[config.mk]
export PLATFORM = sky130hd
export DESIGN_NAME = bvir_requester
export DESIGN_NICKNAME = d
export VERILOG_FILES = /design/src/shared/bvir_pkg.sv /design/src/rtl/bvir_requester.sv
export SDC_FILE = /design/constraint.sdc
export NUM_CORES = 1
export LEC_CHECK = 0
export ABC_CLOCK_PERIOD_IN_PS = 4520
export BUFFER_PORTS_ARGS = -buffer_cell sky130_fd_sc_hd__buf_2
export CORE_MARGIN = 1.5
export CORE_UTILIZATION = 55
export CTS_BUF_LIST = sky130_fd_sc_hd__clkbuf_8
export CTS_CLUSTER_SIZE = 14
export DETAILED_ROUTE_END_ITERATION = 7
export HOLD_SLACK_MARGIN = 0.08
export PLACE_DENSITY = 0.95
export SETUP_SLACK_MARGIN = 0.2
export SLEW_MARGIN = 10
export SYNTH_ARGS = -nofsm -noshare
export SYNTH_HDL_FRONTEND = slang
export SYNTH_SLANG_ARGS = --single-unit
[constraint.sdc]
create_clock -name i_mclk -period 4.52 [get_ports i_mclk]
set_clock_uncertainty 0.1 [all_clocks]
set_input_delay 0.904 -clock i_mclk [delete_from_list [all_inputs] [get_ports i_mclk]]
set_output_delay 0.904 -clock i_mclk [all_outputs]
set_load 0.01 [all_outputs]
[src/shared/bvir_pkg.sv]
// Package: constants for the bus vectored interrupt requester
package bvir_pkg;
  // ****************************************
  // Priority levels and arbitration modes
  // ****************************************
  localparam logic [1:0] LVL_4 = 2'h0;
  localparam logic [1:0] LVL_5 = 2'h1;
  localparam logic [1:0] LVL_6 = 2'h2;
  localparam logic [1:0] LVL_7 = 2'h3;
  localparam logic       MODE_DISTRIBUTED = 1'h0;
  localparam logic       MODE_POSITION    = 1'h1;
  // Request line bit positions in the 4-bit request vector (bit0 = level 4)
  localparam int IRQ4_BIT = 0;
  localparam int IRQ5_BIT = 1;
  localparam int IRQ6_BIT = 2;
  localparam int IRQ7_BIT = 3;
  localparam logic [15:0] VECTOR_RST = 16'h0000;
  // ****************************************
  // Timing
  // ****************************************
  localparam int CLK_PERIOD_PS   = 10000;
  localparam int VEC_SETUP_NS    = 125;
  localparam int VEC_HOLD_NS     = 100;
  localparam int REPLY_MAX_NS    = 10000;
  localparam int REPLY_MAX_CYC   = (REPLY_MAX_NS * 1000) / CLK_PERIOD_PS;
  localparam int VEC_HOLD_CYC    = (VEC_HOLD_NS * 1000) / CLK_PERIOD_PS;
endpackage

[src/rtl/bvir_requester.sv]
// Device-side interrupt requester with daisy-chain acknowledge arbitration
// Functional notes
// - Request only when condition and enable hold
// - Always assert level four line when requesting
// - Distributed level seven also drives level six line
// - Hold request lines until acknowledge arrives
// - Idle device passes acknowledge down chain
// - Distributed device checks higher request lines
// - No higher request: block chain, latch win
// - Higher request seen: keep request up, pass acknowledge
// - Position device blocks chain without checking
// - Winner replies and drives vector on lines
// - Vector stable within 125 ns of reply
// - Drop reply, remove vector within 100 ns
// - Reply within 10 us of acknowledge in
// - Equal level: nearest device on chain wins
// - Position device asserts own level plus four
`timescale 1ns/1ps
`default_nettype none
module bvir_requester #(
  parameter logic [1:0]  LEVEL  = bvir_pkg::LVL_4,       // Configured priority level
  parameter logic        MODE   = bvir_pkg::MODE_DISTRIBUTED, // Arbitration scheme
  parameter logic [15:0] VECTOR = 16'h0000                // Interrupt vector
) (
  input  wire logic        i_mclk,                  // System clock 100 MHz
  input  wire logic        i_rst,                   // Sync reset, bus initialize
  input  wire logic        i_int_cond,              // Ready, done or error
  input  wire logic        i_int_enable,            // Status register enable bit
  input  wire logic [3:0]  i_irq_lines,             // Bus request lines 7..4, high = active
  input  wire logic        i_ack_chain_in,          // Acknowledge chain in, high = active
  input  wire logic        i_data_in_strobe,        // Data-in strobe, high = active
  output logic      [3:0]  o_irq_lines_oe,          // Request line drive enables
  output logic             o_ack_chain_out,         // Acknowledge chain out
  output logic             o_reply_strobe_oe,       // Reply strobe drive enable
  output logic      [15:0] o_muxed_data_address_lines, // Vector data out
  output logic             o_muxed_data_address_oe, // Vector drive enable
  output logic             o_int_taken              // One-cycle pulse: vector read
);
  // ****************************************
  // Request line decode
  // ****************************************
  typedef enum logic [2:0] {ST_IDLE, ST_REQ, ST_PASS, ST_WIN, ST_REPLY, ST_HOLD} bvir_state_e;

  function automatic logic [3:0] assert_mask(input logic [1:0] lvl, input logic mode);
    logic [3:0] m;
    m = 4'h1;
    m[lvl] = 1'b1;
    if (mode == bvir_pkg::MODE_DISTRIBUTED && lvl == bvir_pkg::LVL_7) begin
      m[bvir_pkg::IRQ6_BIT] = 1'b1;
    end
    return m;
  endfunction

  function automatic logic [3:0] watch_mask(input logic [1:0] lvl);
    case (lvl)
      bvir_pkg::LVL_4: watch_mask = 4'h6;
      bvir_pkg::LVL_5: watch_mask = 4'h4;
      bvir_pkg::LVL_6: watch_mask = 4'h8;
      default:         watch_mask = 4'h0;
    endcase
  endfunction

  localparam logic [3:0] OWN_MASK   = assert_mask(LEVEL, MODE);
  localparam logic [3:0] WATCH_MASK = watch_mask(LEVEL);

  bvir_state_e state_q, state_d;
  logic        strobe_q, strobe_d;
  logic [7:0]  hold_cnt_q, hold_cnt_d;
  logic        higher_req;
  logic        strobe_rise;

  // Position scheme never checks other lines; arbitration rests on chain place
  assign higher_req  = (MODE == bvir_pkg::MODE_DISTRIBUTED) &&
                       |(i_irq_lines & WATCH_MASK);
  assign strobe_rise = i_data_in_strobe && !strobe_q;

  // ****************************************
  // Arbitration and vector transfer
  // ****************************************
  always_comb begin
    state_d    = state_q;
    strobe_d   = i_data_in_strobe;
    hold_cnt_d = hold_cnt_q;
    case (state_q)
      ST_IDLE: begin
        // An acknowledge whose strobe rises while idle is passed on; one begun during ST_HOLD is not
        if (strobe_rise) begin
          state_d = ST_PASS;
        end else if (i_int_cond && i_int_enable) begin
          state_d = ST_REQ;
        end
      end
      ST_REQ: begin
        // Decision is latched at the leading edge of the strobe
        if (strobe_rise) begin
          if (higher_req) begin
            state_d = ST_PASS;
          end else begin
            state_d = ST_WIN;
          end
        end
      end
      ST_PASS: begin
        // A request that lost arbitration is still pending and stays up
        if (!i_data_in_strobe) begin
          state_d = (req_oe_q || (i_int_cond && i_int_enable)) ? ST_REQ : ST_IDLE;
        end
      end
      ST_WIN: begin
        if (!i_data_in_strobe) begin
          state_d = ST_REQ;
        end else if (i_ack_chain_in) begin
          state_d = ST_REPLY;
        end
      end
      ST_REPLY: begin
        if (!i_data_in_strobe) begin
          state_d    = ST_HOLD;
          hold_cnt_d = 8'h00;
        end
      end
      ST_HOLD: begin
        hold_cnt_d = hold_cnt_q + 8'h01;
        if (hold_cnt_q >= 8'(bvir_pkg::VEC_HOLD_CYC - 1)) begin
          state_d = ST_IDLE;
        end
      end
      default: state_d = ST_IDLE;
    endcase
  end

  always_ff @(posedge i_mclk) begin
    if (i_rst) begin
      state_q    <= ST_IDLE;
      strobe_q   <= 1'b0;
      hold_cnt_q <= 8'h00;
    end else begin
      state_q    <= state_d;
      strobe_q   <= strobe_d;
      hold_cnt_q <= hold_cnt_d;
    end
  end

  // ****************************************
  // Output drive
  // ****************************************
  logic        req_oe_q, req_oe_d;
  logic        pass_q, pass_d;
  logic        reply_q, reply_d;
  logic        dal_oe_q, dal_oe_d;
  logic        taken_q, taken_d;

  always_comb begin
    // Request held from start through the win, dropped once the vector goes
    req_oe_d = (state_d == ST_REQ) || (state_d == ST_WIN) ||
               ((state_d == ST_PASS) && (state_q == ST_REQ || req_oe_q));
    pass_d   = (state_d == ST_PASS) && i_ack_chain_in;
    reply_d  = (state_d == ST_REPLY);
    dal_oe_d = (state_d == ST_REPLY) || (state_d == ST_HOLD);
    taken_d  = (state_q == ST_REPLY) && (state_d == ST_HOLD);
  end

  always_ff @(posedge i_mclk) begin
    if (i_rst) begin
      req_oe_q <= 1'b0;
      pass_q   <= 1'b0;
      reply_q  <= 1'b0;
      dal_oe_q <= 1'b0;
      taken_q  <= 1'b0;
    end else begin
      req_oe_q <= req_oe_d;
      pass_q   <= pass_d;
      reply_q  <= reply_d;
      dal_oe_q <= dal_oe_d;
      taken_q  <= taken_d;
    end
  end

  assign o_irq_lines_oe             = req_oe_q ? OWN_MASK : 4'h0;
  assign o_ack_chain_out            = pass_q;
  assign o_reply_strobe_oe          = reply_q;
  // Vector driven in the same cycle as reply, well inside the setup limit
  assign o_muxed_data_address_lines = dal_oe_q ? VECTOR : bvir_pkg::VECTOR_RST;
  assign o_muxed_data_address_oe    = dal_oe_q;
  assign o_int_taken                = taken_q;
endmodule // bvir_requester
`default_nettype wire

==> results of run 1 <==
-- worst max-delay path: stages --
cell and delay (ps):
buf_2 140, or4b_4 530, and4_4 190, a211oi_2 210
-- per-layer routing --
metal	global-route usage, %	vias up
li1	-	402
met1	23.50	367
met2	32.39	28
met3	5.952	4
met4	10.29	0
met5	0	-
-- stage by stage --
step | std cells | hold WS, ps | power, W
2_1_floorplan | 137 | 378.9 | 0.0001957
5_1_grt | 156 | 462.9 | 0.0003143
6_report | 156 | 420.0 | 0.0003024
3_5_place_dp | 152 | 407.4 | 0.0001901
4_1_cts | 156 | 415.1 | 0.0003036
3_3_place_gp | 152 | 398.7 | 0.0001889
-- registers in the layout, summed over array words and instances, names as in the netlist --
| signal | cells |
|---|---|
| o_int_taken | 1 |
| o_reply_strobe_oe | 1 |
| hold_cnt_q | 8 |
| state_q | 3 |
| o_ack_chain_out | 1 |
| req_oe_q | 1 |
| o_muxed_data_address_oe | 1 |
| strobe_q | 1 |
-- cell usage after synthesis, drive strengths merged, types with 2 or more instances --
| cell type | number | area share (%) |
|---|---|---|
| nor3b | 5 | 3.7 |
| o21ai | 4 | 2.0 |
| inv | 5 | 1.9 |
| buf | 21 | 16 |
| nand2b | 5 | 3.1 |
| nor4 | 2 | 1.2 |
| nand4 | 2 | 1.9 |
| a21oi | 8 | 4.0 |
| nor2b | 2 | 1.2 |
| or3 | 2 | 1.2 |
| nor2 | 8 | 3.0 |
| a211oi | 2 | 2.0 |
| nor3 | 5 | 2.5 |
| and3 | 2 | 1.2 |
| o211ai | 2 | 1.5 |
| nand2 | 8 | 3.0 |
| ha | 3 | 3.7 |
| dfxtp | 17 | 34 |
-- how the worst min path moves through the flow --
stage / from / to / slack, ps
6_report: hold_cnt_q[2]$_SDFFE_PP0P_ / hold_cnt_q[2]$_SDFFE_PP0P_ / 420
2_1_floorplan: hold_cnt_q[2]$_SDFFE_PP0P_ / hold_cnt_q[2]$_SDFFE_PP0P_ / 380
3_3_place_gp: hold_cnt_q[3]$_SDFFE_PP0P_ / hold_cnt_q[3]$_SDFFE_PP0P_ / 400
5_1_grt: hold_cnt_q[3]$_SDFFE_PP0P_ / hold_cnt_q[3]$_SDFFE_PP0P_ / 460
4_1_cts: hold_cnt_q[2]$_SDFFE_PP0P_ / hold_cnt_q[2]$_SDFFE_PP0P_ / 420
3_5_place_dp: hold_cnt_q[2]$_SDFFE_PP0P_ / hold_cnt_q[2]$_SDFFE_PP0P_ / 410
-- power breakdown --
part / internal [W] / leakage [nW] / switching, W
Clock: 0.0000613 / 0.0255 / 0.0000536
Sequential: 0.000153 / 0.138 / 0.00000441
Combinational: 0.0000112 / 0.271 / 0.0000188
-- layout by cell type, fill, tap and decap left out, types with 2 or more instances in the layout --
master,synthesis,final
a21oi_1,8,8
and3_1,2,2
buf_2,0,12
clkbuf_8,0,3
conb_1,1,19
dfxtp_1,17,17
ha_1,3,3
inv_1,5,5
nand2_1,8,8
nand2b_1,5,5
nor2_1,8,8
nor2b_1,2,2
nor3_1,5,5
nor3b_1,5,5
nor4_1,2,2
o211ai_1,2,2
o21ai_0,4,4
or3_1,2,2
-- cell families after synthesis --
family | synth area share (%)
muxes | 1.117
adders and majority gates | 3.722
buffers and inverters | 18.24
and+or+nand+nor | 29.40
other | 0.3719
xor gates and xnor gates | 0.8686
AOI/OAI and AO/OA | 12.53
DFF | 33.75
-- layout make-up --
type                            count  share of cell area [%]
Tap cell                           25                   2.983
Clock buffer                        3                   3.938
Clock inverter                      1                  0.4773
Multi-Input combinational cell     93                   52.63
Inverter                            5                   1.790
Sequential cell                    17                   32.46
Timing Repair Buffer               12                   5.728
==> impl_metrics.tcl, run 1 <==
set metrics [dict create \
    clk_path_buf_depth 2 \
    finalNetCount 145 \
    power.leakage_nw 0.4339 \
    insertion_delay_ps 260 \
    end_kind "register" \
    drt_wl_total_um 1883 \
    fp.dieW_um 45.82 \
    final_max_slew_viol_count 0 \
    initial_utilization_pct 58.41 \
    grt_max_degree 17 \
    register_area_um2 340.3 \
    root_buffer "clkbuf_8" \
    cts_resized 0 \
    fin_util_pct 60.72 \
    ioPinCount 34 \
    post_cts_buffers 0 \
    ys_seq_elements 17 \
    wl_per_cell_um 12.07 \
    vias_per_cell 5.135 \
    grt_usage_pct 19.94 \
    clock-sinks 17 \
    critical_path.reg2reg.endpoint "hold_cnt_q[7]$_SDFFE_PP0P_" \
    fin_area_um2 1049 \
    cts_hold_buf 0 \
    gp_congestion 0.7966 \
    port_buffers 12 \
    dp_hpwl_um 1307 \
    synth_ff_type "dfxtp_1" \
    worstSetupStartpoint "i_data_in_strobe" \
    wl_met3_um 125 \
    async_reset_ff_share_pct 0 \
    startpoint_type "input port" \
    fillers 163 \
    antenna_left 0 \
    setup_viol_count_final 0 \
    die_h_um 45.82 \
    min_path_type "register to register" \
    crit_arrival_ps 1970 \
    rr_worst_depth 4 \
    dr_total_vias 801 \
    maxUsedRoutingLayer "met4" \
    clkTransAtPathRegs_ps 70 \
    dieArea_um2 2099 \
    rows 15 \
    cp_max_fo 7 \
    grt-ovfl-total 0 \
    antenna_found_initial 0 \
    critical_path.endpoint "req_oe_q$_SDFF_PP0_" \
    detailed_place.area_um2 1002 \
    drtIter0Drc 10 \
    routed-wl-met2_um 909 \
    rsz0062_at_grt "false" \
    wl_met1_um 805 \
    multi_input_area_um2 551.8 \
    syn_to_final_growth_pct 3.971 \
    layout_min_cycle_time_ps 1888 \
    maxCapViolCount 0 \
    fmax_mhz 529.6 \
    synth-seq-area-share_pct 33.75 \
    min_path_cells 2 \
    n_antenna_cell 0 \
    pre_cts_ws_ps 2366 \
    grt_pass1_vias 679 \
    drc_errors 0 \
    yosysUniqueCellTypes 37 \
    syn_area_per_cell_um2 8.475 \
    core_um2 1727 \
    cts-buffers-inserted 3 \
    syn-cell-area_um2 1008 \
    r2r-start "state_q[0]$_SDFF_PP0_" \
    rrSetupSlack_ps 2770 \
    grt_pass1_wl_um 2884 \
    syn_inst 119 \
    synth_edf_count 0 \
    yosysWarnings 0 \
    finalHoldViolCount 0 \
    critPathKind "input port to register" \
    vdd_drop_max_v 0.0003046 \
    fin_tns_setup_ps 0 \
    status "finished clean" \
    finalWorstSetupSlack_ps 2632 \
    drive_gt1_share_pct 16.03 \
    post-route-period-util_pct 41.77 \
    p_per_area_nw_per_um2 288.4 \
    cts_tree "done" \
    drtPass1Iterations 6 \
    worst-endpoint-required_ps 4600 \
    h-tree-depth 1 \
]
Power figures use the tool's default switching activity.
==> inputs of run 2 (changes only) <==
--- a/config.mk
+++ b/config.mk
@@ -5,15 +5,16 @@
 export SDC_FILE = /design/constraint.sdc
 export NUM_CORES = 1
 export LEC_CHECK = 0
-export ABC_CLOCK_PERIOD_IN_PS = 4520
+export ABC_AREA = 1
+export ABC_CLOCK_PERIOD_IN_PS = 1900
 export BUFFER_PORTS_ARGS = -buffer_cell sky130_fd_sc_hd__buf_2
 export CORE_MARGIN = 1.5
-export CORE_UTILIZATION = 55
+export CORE_UTILIZATION = 51
 export CTS_BUF_LIST = sky130_fd_sc_hd__clkbuf_8
 export CTS_CLUSTER_SIZE = 14
 export DETAILED_ROUTE_END_ITERATION = 7
 export HOLD_SLACK_MARGIN = 0.08
-export PLACE_DENSITY = 0.95
+export PLACE_DENSITY = 0.9
 export SETUP_SLACK_MARGIN = 0.2
 export SLEW_MARGIN = 10
 export SYNTH_ARGS = -nofsm -noshare
==> constraint.sdc (replaced) <==
create_clock -name i_mclk -period 1.9 [get_ports i_mclk]
set_clock_uncertainty 0.1 [all_clocks]
set_input_delay 0.38 -clock i_mclk [delete_from_list [all_inputs] [get_ports i_mclk]]
set_output_delay 0.38 -clock i_mclk [all_outputs]
set_load 0.01 [all_outputs]
==> run 2 against run 1 <==
  * Sequential share of layout area down 0.90 points
  * Via count up 11%
  * Register-to-register slack worse by 2300 ps
==> impl_metrics.tcl, run 2 <==
set metrics [dict create \
    syn-cell-area_um2 1028 \
    p_comb_share_pct 12.6 \
    largest_register_ffs 8 \
    switching_share_pct 27.28 \
    setup_viol_count_final 0 \
    intPower_w 0.0005422 \
    seqPwrFrac_pct 50.6 \
    yosysMostFrequentCell "nand2_1" \
    final_cell_mix "32 x nand2_1, 23 x nor2_1, 19 x conb_1, 18 x inv_1, 17 x dfxtp_1" \
    syn_to_final_growth_pct 4.866 \
    r2r-start "hold_cnt_q[0]$_SDFFE_PP0P_" \
    synth_ff_type "dfxtp_1" \
    rows 16 \
    cp_cell_sequence "inv_1, ha_1, a21oi_1, nor2_2, nor2_2, nand3_1, nand2_1, inv_1" \
    synthTopCellsByArea "dfxtp_1 33%, buf_4 15%, nand2_1 12%" \
    critical_path.endpoint "req_oe_q$_SDFF_PP0_" \
    worst-endpoint-required_ps 1960 \
    antenna_found_initial 0 \
    core_um2 1922 \
    rr_worst_depth 8 \
    timing.hold.ws_ps 292.5 \
    drc_errors 0 \
    worstSetupStartpoint "hold_cnt_q[0]$_SDFFE_PP0P_" \
    grt_pass1_wl_um 2829 \
    startpoint_type "register" \
    p_per_area_nw_per_um2 691.4 \
    fin_tns_setup_ps 0 \
    slowest_stage "dfxtp_1" \
    async_reset_ff_share_pct 0 \
    finalHoldViolCount 0 \
    die_h_um 47.91 \
    rsz0062_at_grt "false" \
    insertion_delay_ps 250 \
    root_buffer "clkbuf_8" \
    post_cts_buffers 0 \
    fmax_mhz 683.7 \
    grt_pass1_vias 755 \
    fp.dieW_um 47.91 \
    cts-buffers-inserted 3 \
    cts_tree "done" \
    synth_top_area_share_pct 33.09 \
    top_regs "hold_cnt_q x8, state_q x3" \
    synth-seq-area-share_pct 33.09 \
    antenna_left 0 \
    clock-sinks 17 \
    syn_area_per_cell_um2 6.678 \
    port_buffers 12 \
    syn_inst 154 \
    grt_usage_pct 18.12 \
    power.leakage_nw 0.5514 \
    rrSetupSlack_ps 440 \
    layout_min_cycle_time_ps 1463 \
    n_antenna_cell 0 \
    cp_max_fo 5 \
    post-route-period-util_pct 76.98 \
    ys_seq_elements 17 \
    cts_resized 0 \
    yosysWarnings 0 \
    end_kind "register" \
    final_max_slew_viol_count 0 \
    p_sw_w 0.0002034 \
    p_clk_share_pct 36.8 \
    dr_total_vias 888 \
    grt-ovfl-total 0 \
    critPathMaxStageDelay_ps 400 \
    clkTransAtPathRegs_ps 70 \
    min_path_type "input port to register" \
    detailed_place.area_um2 1032 \
    synthTopCellsByCount "32 x nand2_1, 23 x nor2_1, 21 x buf_4, 18 x inv_1, 17 x dfxtp_1" \
    vias_per_cell 4.577 \
    dieArea_um2 2295 \
    final_common_cell "nand2_1" \
    initial_utilization_pct 53.52 \
    wl_per_cell_um 9.505 \
    critical_path.reg2reg.endpoint "req_oe_q$_SDFF_PP0_" \
    pre_cts_ws_ps 458.0 \
    fin_area_um2 1079 \
    critPathKind "register to register" \
    gp_congestion 0.8670 \
    fillers 192 \
    total_power_w 0.0007456 \
    maxCapViolCount 0 \
    drtPass1Iterations 4 \
    finalNetCount 181 \
    largest-register "hold_cnt_q" \
    status "finished clean" \
    cts_hold_buf 0 \
    synth_edf_count 0 \
    ioPinCount 34 \
    finalWorstSetupSlack_ps 437.4 \
    vdd_drop_max_v 0.0004799 \
    h-tree-depth 1 \
    grt_max_degree 11 \
    drive_gt1_share_pct 14.97 \
    drtIter0Drc 12 \
    clk_path_buf_depth 2 \
    yosysUniqueCellTypes 17 \
    dp_hpwl_um 1427 \
    synth_top_area_cell "dfxtp_1" \
    crit_arrival_ps 1520 \
    drt_wl_total_um 1844 \
]
[run 2: kinds of logic after synthesis]
group,synth area share (%)
AND/OR/NAND/NOR,30.78
buffers and inverters,22.99
AO/OA/AOI/OAI,8.272
flip-flops,33.09
adder cells (fa/ha/maj),3.650
XOR/XNOR,0.8517
other,0.3646
[run 2: per-stage QoR]
stage                     utilization, %  cells
after floorplan                        -    172
after global placement             53.71    190
after detailed placement           53.71    190
after CTS                          56.12    194
after global routing               56.12    194
final                              56.12    194
[run 2: cell type report]
| cell class | count | area (um2) | share of cell area [%] |
|---|---|---|---|
| timing repair buffer | 12 | 60.06 | 5.568 |
| clock inverter | 1 | 5.005 | 0.4640 |
| sequential | 17 | 340.3 | 31.55 |
| multi-input combinational | 113 | 519.2 | 48.14 |
| inverter | 21 | 78.83 | 7.309 |
| tap | 27 | 33.78 | 3.132 |
| clock buffer | 3 | 41.29 | 3.828 |
[run 2: critical path, delay by kind of cell (launching register included)]
kind,cells,cell delay (ps)
AND/OR/NAND/NOR,4,330
buffers and inverters,2,110
adder cells (fa/ha/maj),1,220
AO/OA/AOI/OAI,1,190
flip-flops,1,400
[run 2: worst min path at each step]
stage,from,to,slack [ps],cells after the start
final,i_ack_chain_in,o_ack_chain_out$_SDFF_PP0_,290,3
after global routing,i_ack_chain_in,o_ack_chain_out$_SDFF_PP0_,310,3
after CTS,i_data_in_strobe,strobe_q$_SDFF_PP0_,290,3
after detailed placement,hold_cnt_q[5]$_SDFFE_PP0P_,hold_cnt_q[5]$_SDFFE_PP0P_,380,2
after global placement,hold_cnt_q[5]$_SDFFE_PP0P_,hold_cnt_q[5]$_SDFFE_PP0P_,360,2
after floorplan,hold_cnt_q[5]$_SDFFE_PP0P_,hold_cnt_q[5]$_SDFFE_PP0P_,350,2
[run 2: power groups by stage]
stage	clock (W)	combinational, W	sequential (W)
6_report	0.000274	0.0000943	0.000377
5_1_grt	0.000292	0.000111	0.000378
4_1_cts	0.000282	0.0000942	0.000377
3_5_place_dp	0	0.0000929	0.000385
3_3_place_gp	0	0.0000900	0.000384
2_1_floorplan	0	0.000104	0.000384
[run 2: metal layers]
layer | GRT usage [%] | vias to the layer above | share of wire (%)
met2 | 30.93 | 17 | 51
met5 | 0 | - | 0
met1 | 18.96 | 404 | 43
met4 | 11.35 | 0 | 2.4
met3 | 6.038 | 5 | 3.9
li1 | - | 462 | -
==> inputs of run 3 (changes only) <==
--- a/config.mk
+++ b/config.mk
@@ -6,7 +6,7 @@
 export NUM_CORES = 1
 export LEC_CHECK = 0
 export ABC_AREA = 1
-export ABC_CLOCK_PERIOD_IN_PS = 1900
+export ABC_CLOCK_PERIOD_IN_PS = 1450
 export BUFFER_PORTS_ARGS = -buffer_cell sky130_fd_sc_hd__buf_2
 export CORE_MARGIN = 1.5
 export CORE_UTILIZATION = 51
==> constraint.sdc (replaced) <==
create_clock -name i_mclk -period 1.45 [get_ports i_mclk]
set_clock_uncertainty 0.1 [all_clocks]
set_input_delay 0.29 -clock i_mclk [delete_from_list [all_inputs] [get_ports i_mclk]]
set_output_delay 0.29 -clock i_mclk [all_outputs]
set_load 0.01 [all_outputs]
==> run 3 against run 2 <==
  * Hold slack worse by 84 ps
  * Utilization is 6.7 points higher
  * Wire length rose by 4.9%
  * First-iteration DRC count increased by 58%
  * Global-route usage increased by 1.1 points
  * Critical path depth stayed put
  * Sequential power is 31% higher
  * Sequential cell count unchanged
  * Setup slack worse by 260 ps
==> impl_metrics.tcl, run 3 (same netlist as run 2, synthesis figures left out) <==
set metrics [dict create \
    status "finished clean" \
    grt_pass1_wl_um 3022 \
    cp_max_fo 5 \
    dr_total_vias 925 \
    h-tree-depth 1 \
    rows 16 \
    drive_gt1_share_pct 32.54 \
    worst-endpoint-required_ps 1510 \
    p_per_area_nw_per_um2 801.1 \
    largest_register_ffs 8 \
    cp_cell_sequence "inv_2, ha_4, a21oi_2, nor2_2, nor2_2, nand3_1, nand2_1, inv_1" \
    drt_wl_total_um 1935 \
    n_antenna_cell 0 \
    syn_to_final_growth_pct 17.40 \
    fin_tns_setup_ps 0 \
    cts-buffers-inserted 3 \
    layout_min_cycle_time_ps 1277 \
    critical_path.reg2reg.endpoint "req_oe_q$_SDFF_PP0_" \
    min_path_cells 2 \
    r2r-start "hold_cnt_q[0]$_SDFFE_PP0P_" \
    antenna_found_initial 0 \
    port_buffers 12 \
    final_cell_mix "29 x nand2_1, 19 x conb_1, 17 x nor2_1, 12 x inv_1, 12 x buf_2" \
    end_kind "register" \
    top_regs "hold_cnt_q x8, state_q x3" \
    rr_worst_depth 8 \
    critPathMostFrequentCell "nor2_2" \
    fp.dieW_um 47.91 \
    wl_per_cell_um 9.872 \
    finalNonFillerCells 196 \
    fmax_mhz 783.0 \
    vdd_drop_max_v 0.0008718 \
    grt_usage_pct 19.19 \
    drtIter0Drc 19 \
    finalNetCount 183 \
    min_path_type "input port to register" \
    dp.cells 190 \
    power.leakage_nw 0.5703 \
    rrSetupSlack_ps 170 \
    ioPinCount 34 \
    clock-sinks 17 \
    final_max_slew_viol_count 0 \
    die_h_um 47.91 \
    dp_hpwl_um 1384 \
    cts_tree "done" \
    startpoint_type "register" \
    min_from "i_rst" \
    post-route-period-util_pct 88.08 \
    core_um2 1922 \
    root_buffer "clkbuf_8" \
    min_to "state_q[0]$_SDFF_PP0_" \
    grt-ovfl-total 0 \
    finalHoldViolCount 0 \
    grt_max_degree 11 \
    final_common_cell "nand2_1" \
    drtPass1Iterations 4 \
    insertion_delay_ps 250 \
    cts_hold_buf 0 \
    largest-register "hold_cnt_q" \
    grt_pass1_vias 802 \
    critPathKind "register to register" \
    maxCapViolCount 0 \
    slowest_stage "dfxtp_4" \
    dieArea_um2 2295 \
    gp_congestion 0.8938 \
    setup_viol_count_final 0 \
    crit_arrival_ps 1330 \
    clk_path_buf_depth 2 \
    antenna_left 0 \
    critPathMaxStageDelay_ps 380 \
    vias_per_cell 4.719 \
    clkTransAtPathRegs_ps 70 \
    rsz0062_at_grt "true" \
    drc_errors 0 \
    initial_utilization_pct 53.52 \
]
-- run 3: changes by cell type in the layout (fill, tap and decap cells not counted), moves of 5 or more --
cell	change
dfxtp_1	-7
dfxtp_4	+5
inv_1	-6
nor2_1	-6
nor2_2	+5
-- run 3: worst max-delay path, delay by kind of cell, from the launching register on --
family / cells / cell delay [ps]
buffers and inverters: 2 / 90
adder cells (fa/ha/maj): 1 / 160
flip-flops: 1 / 380
AND/OR/NAND/NOR: 4 / 320
AO/OA/AOI/OAI: 1 / 140
-- run 3: what timing repair did --
item | 4_1_cts | 5_1_grt
endpoints found under the hold margin | 0 | 0
resized for setup | 21 | 17
endpoints found under the setup margin | 14 | 14
pin swaps | 9 | 10
setup buffers | 2 | 0
-- run 3: final cells by class --
| type | instances | area, um2 |
|---|---|---|
| Sequential cell | 17 | 361.6 |
| Tap cell | 27 | 33.78 |
| Multi-Input combinational cell | 113 | 604.3 |
| Timing Repair Buffer | 14 | 75.07 |
| Fill cell | 179 | 714.4 |
| Inverter | 21 | 86.33 |
| Clock inverter | 1 | 5.005 |
| Clock buffer | 3 | 41.29 |
-- run 3: worst max path at each step --
stage                                     startpoint  slack (ps)  cells past startpoint                           end
final                     hold_cnt_q[0]$_SDFFE_PP0P_         170                      8           req_oe_q$_SDFF_PP0_
after global routing      hold_cnt_q[0]$_SDFFE_PP0P_          90                      8           req_oe_q$_SDFF_PP0_
after CTS                 hold_cnt_q[1]$_SDFFE_PP0P_         150                      8           req_oe_q$_SDFF_PP0_
after detailed placement  hold_cnt_q[1]$_SDFFE_PP0P_          90                      9  o_reply_strobe_oe$_SDFF_PP0_
after global placement    hold_cnt_q[1]$_SDFFE_PP0P_         120                      9  o_reply_strobe_oe$_SDFF_PP0_
after floorplan           hold_cnt_q[1]$_SDFFE_PP0P_         200                      8           req_oe_q$_SDFF_PP0_
-- run 3: metal layers --
layer | routed length [um] | GRT usage [%] | up-vias
met5 | 0 | 0 | -
met4 | 27 | 9.189 | 0
met3 | 111 | 6.415 | 6
met2 | 1047 | 34.93 | 32
met1 | 748 | 19.41 | 417
li1 | - | - | 470
-- run 3: metrics by stage --
step           area, um2  power (W)  hold WS [ps]  util [%]  setup WS [ps]
5_1_grt             1207   0.001020         224.7     62.83          94.03
2_1_floorplan       1104  0.0006391         316.1         -          202.0
6_report            1207  0.0009673         208.1     62.83          172.8
4_1_cts             1159  0.0009808         205.7     60.29          151.7
3_3_place_gp        1040  0.0006211         367.5     54.10          121.3
3_5_place_dp        1040  0.0006238         375.9     54.10          85.26
-- run 3: where the power goes --
group,internal (W),total [W],switching [W]
Sequential,0.000475,0.000492,0.0000169
Combinational,0.0000429,0.000131,0.0000884
Clock,0.000190,0.000344,0.000153
Total,0.000709,0.000967,0.000258
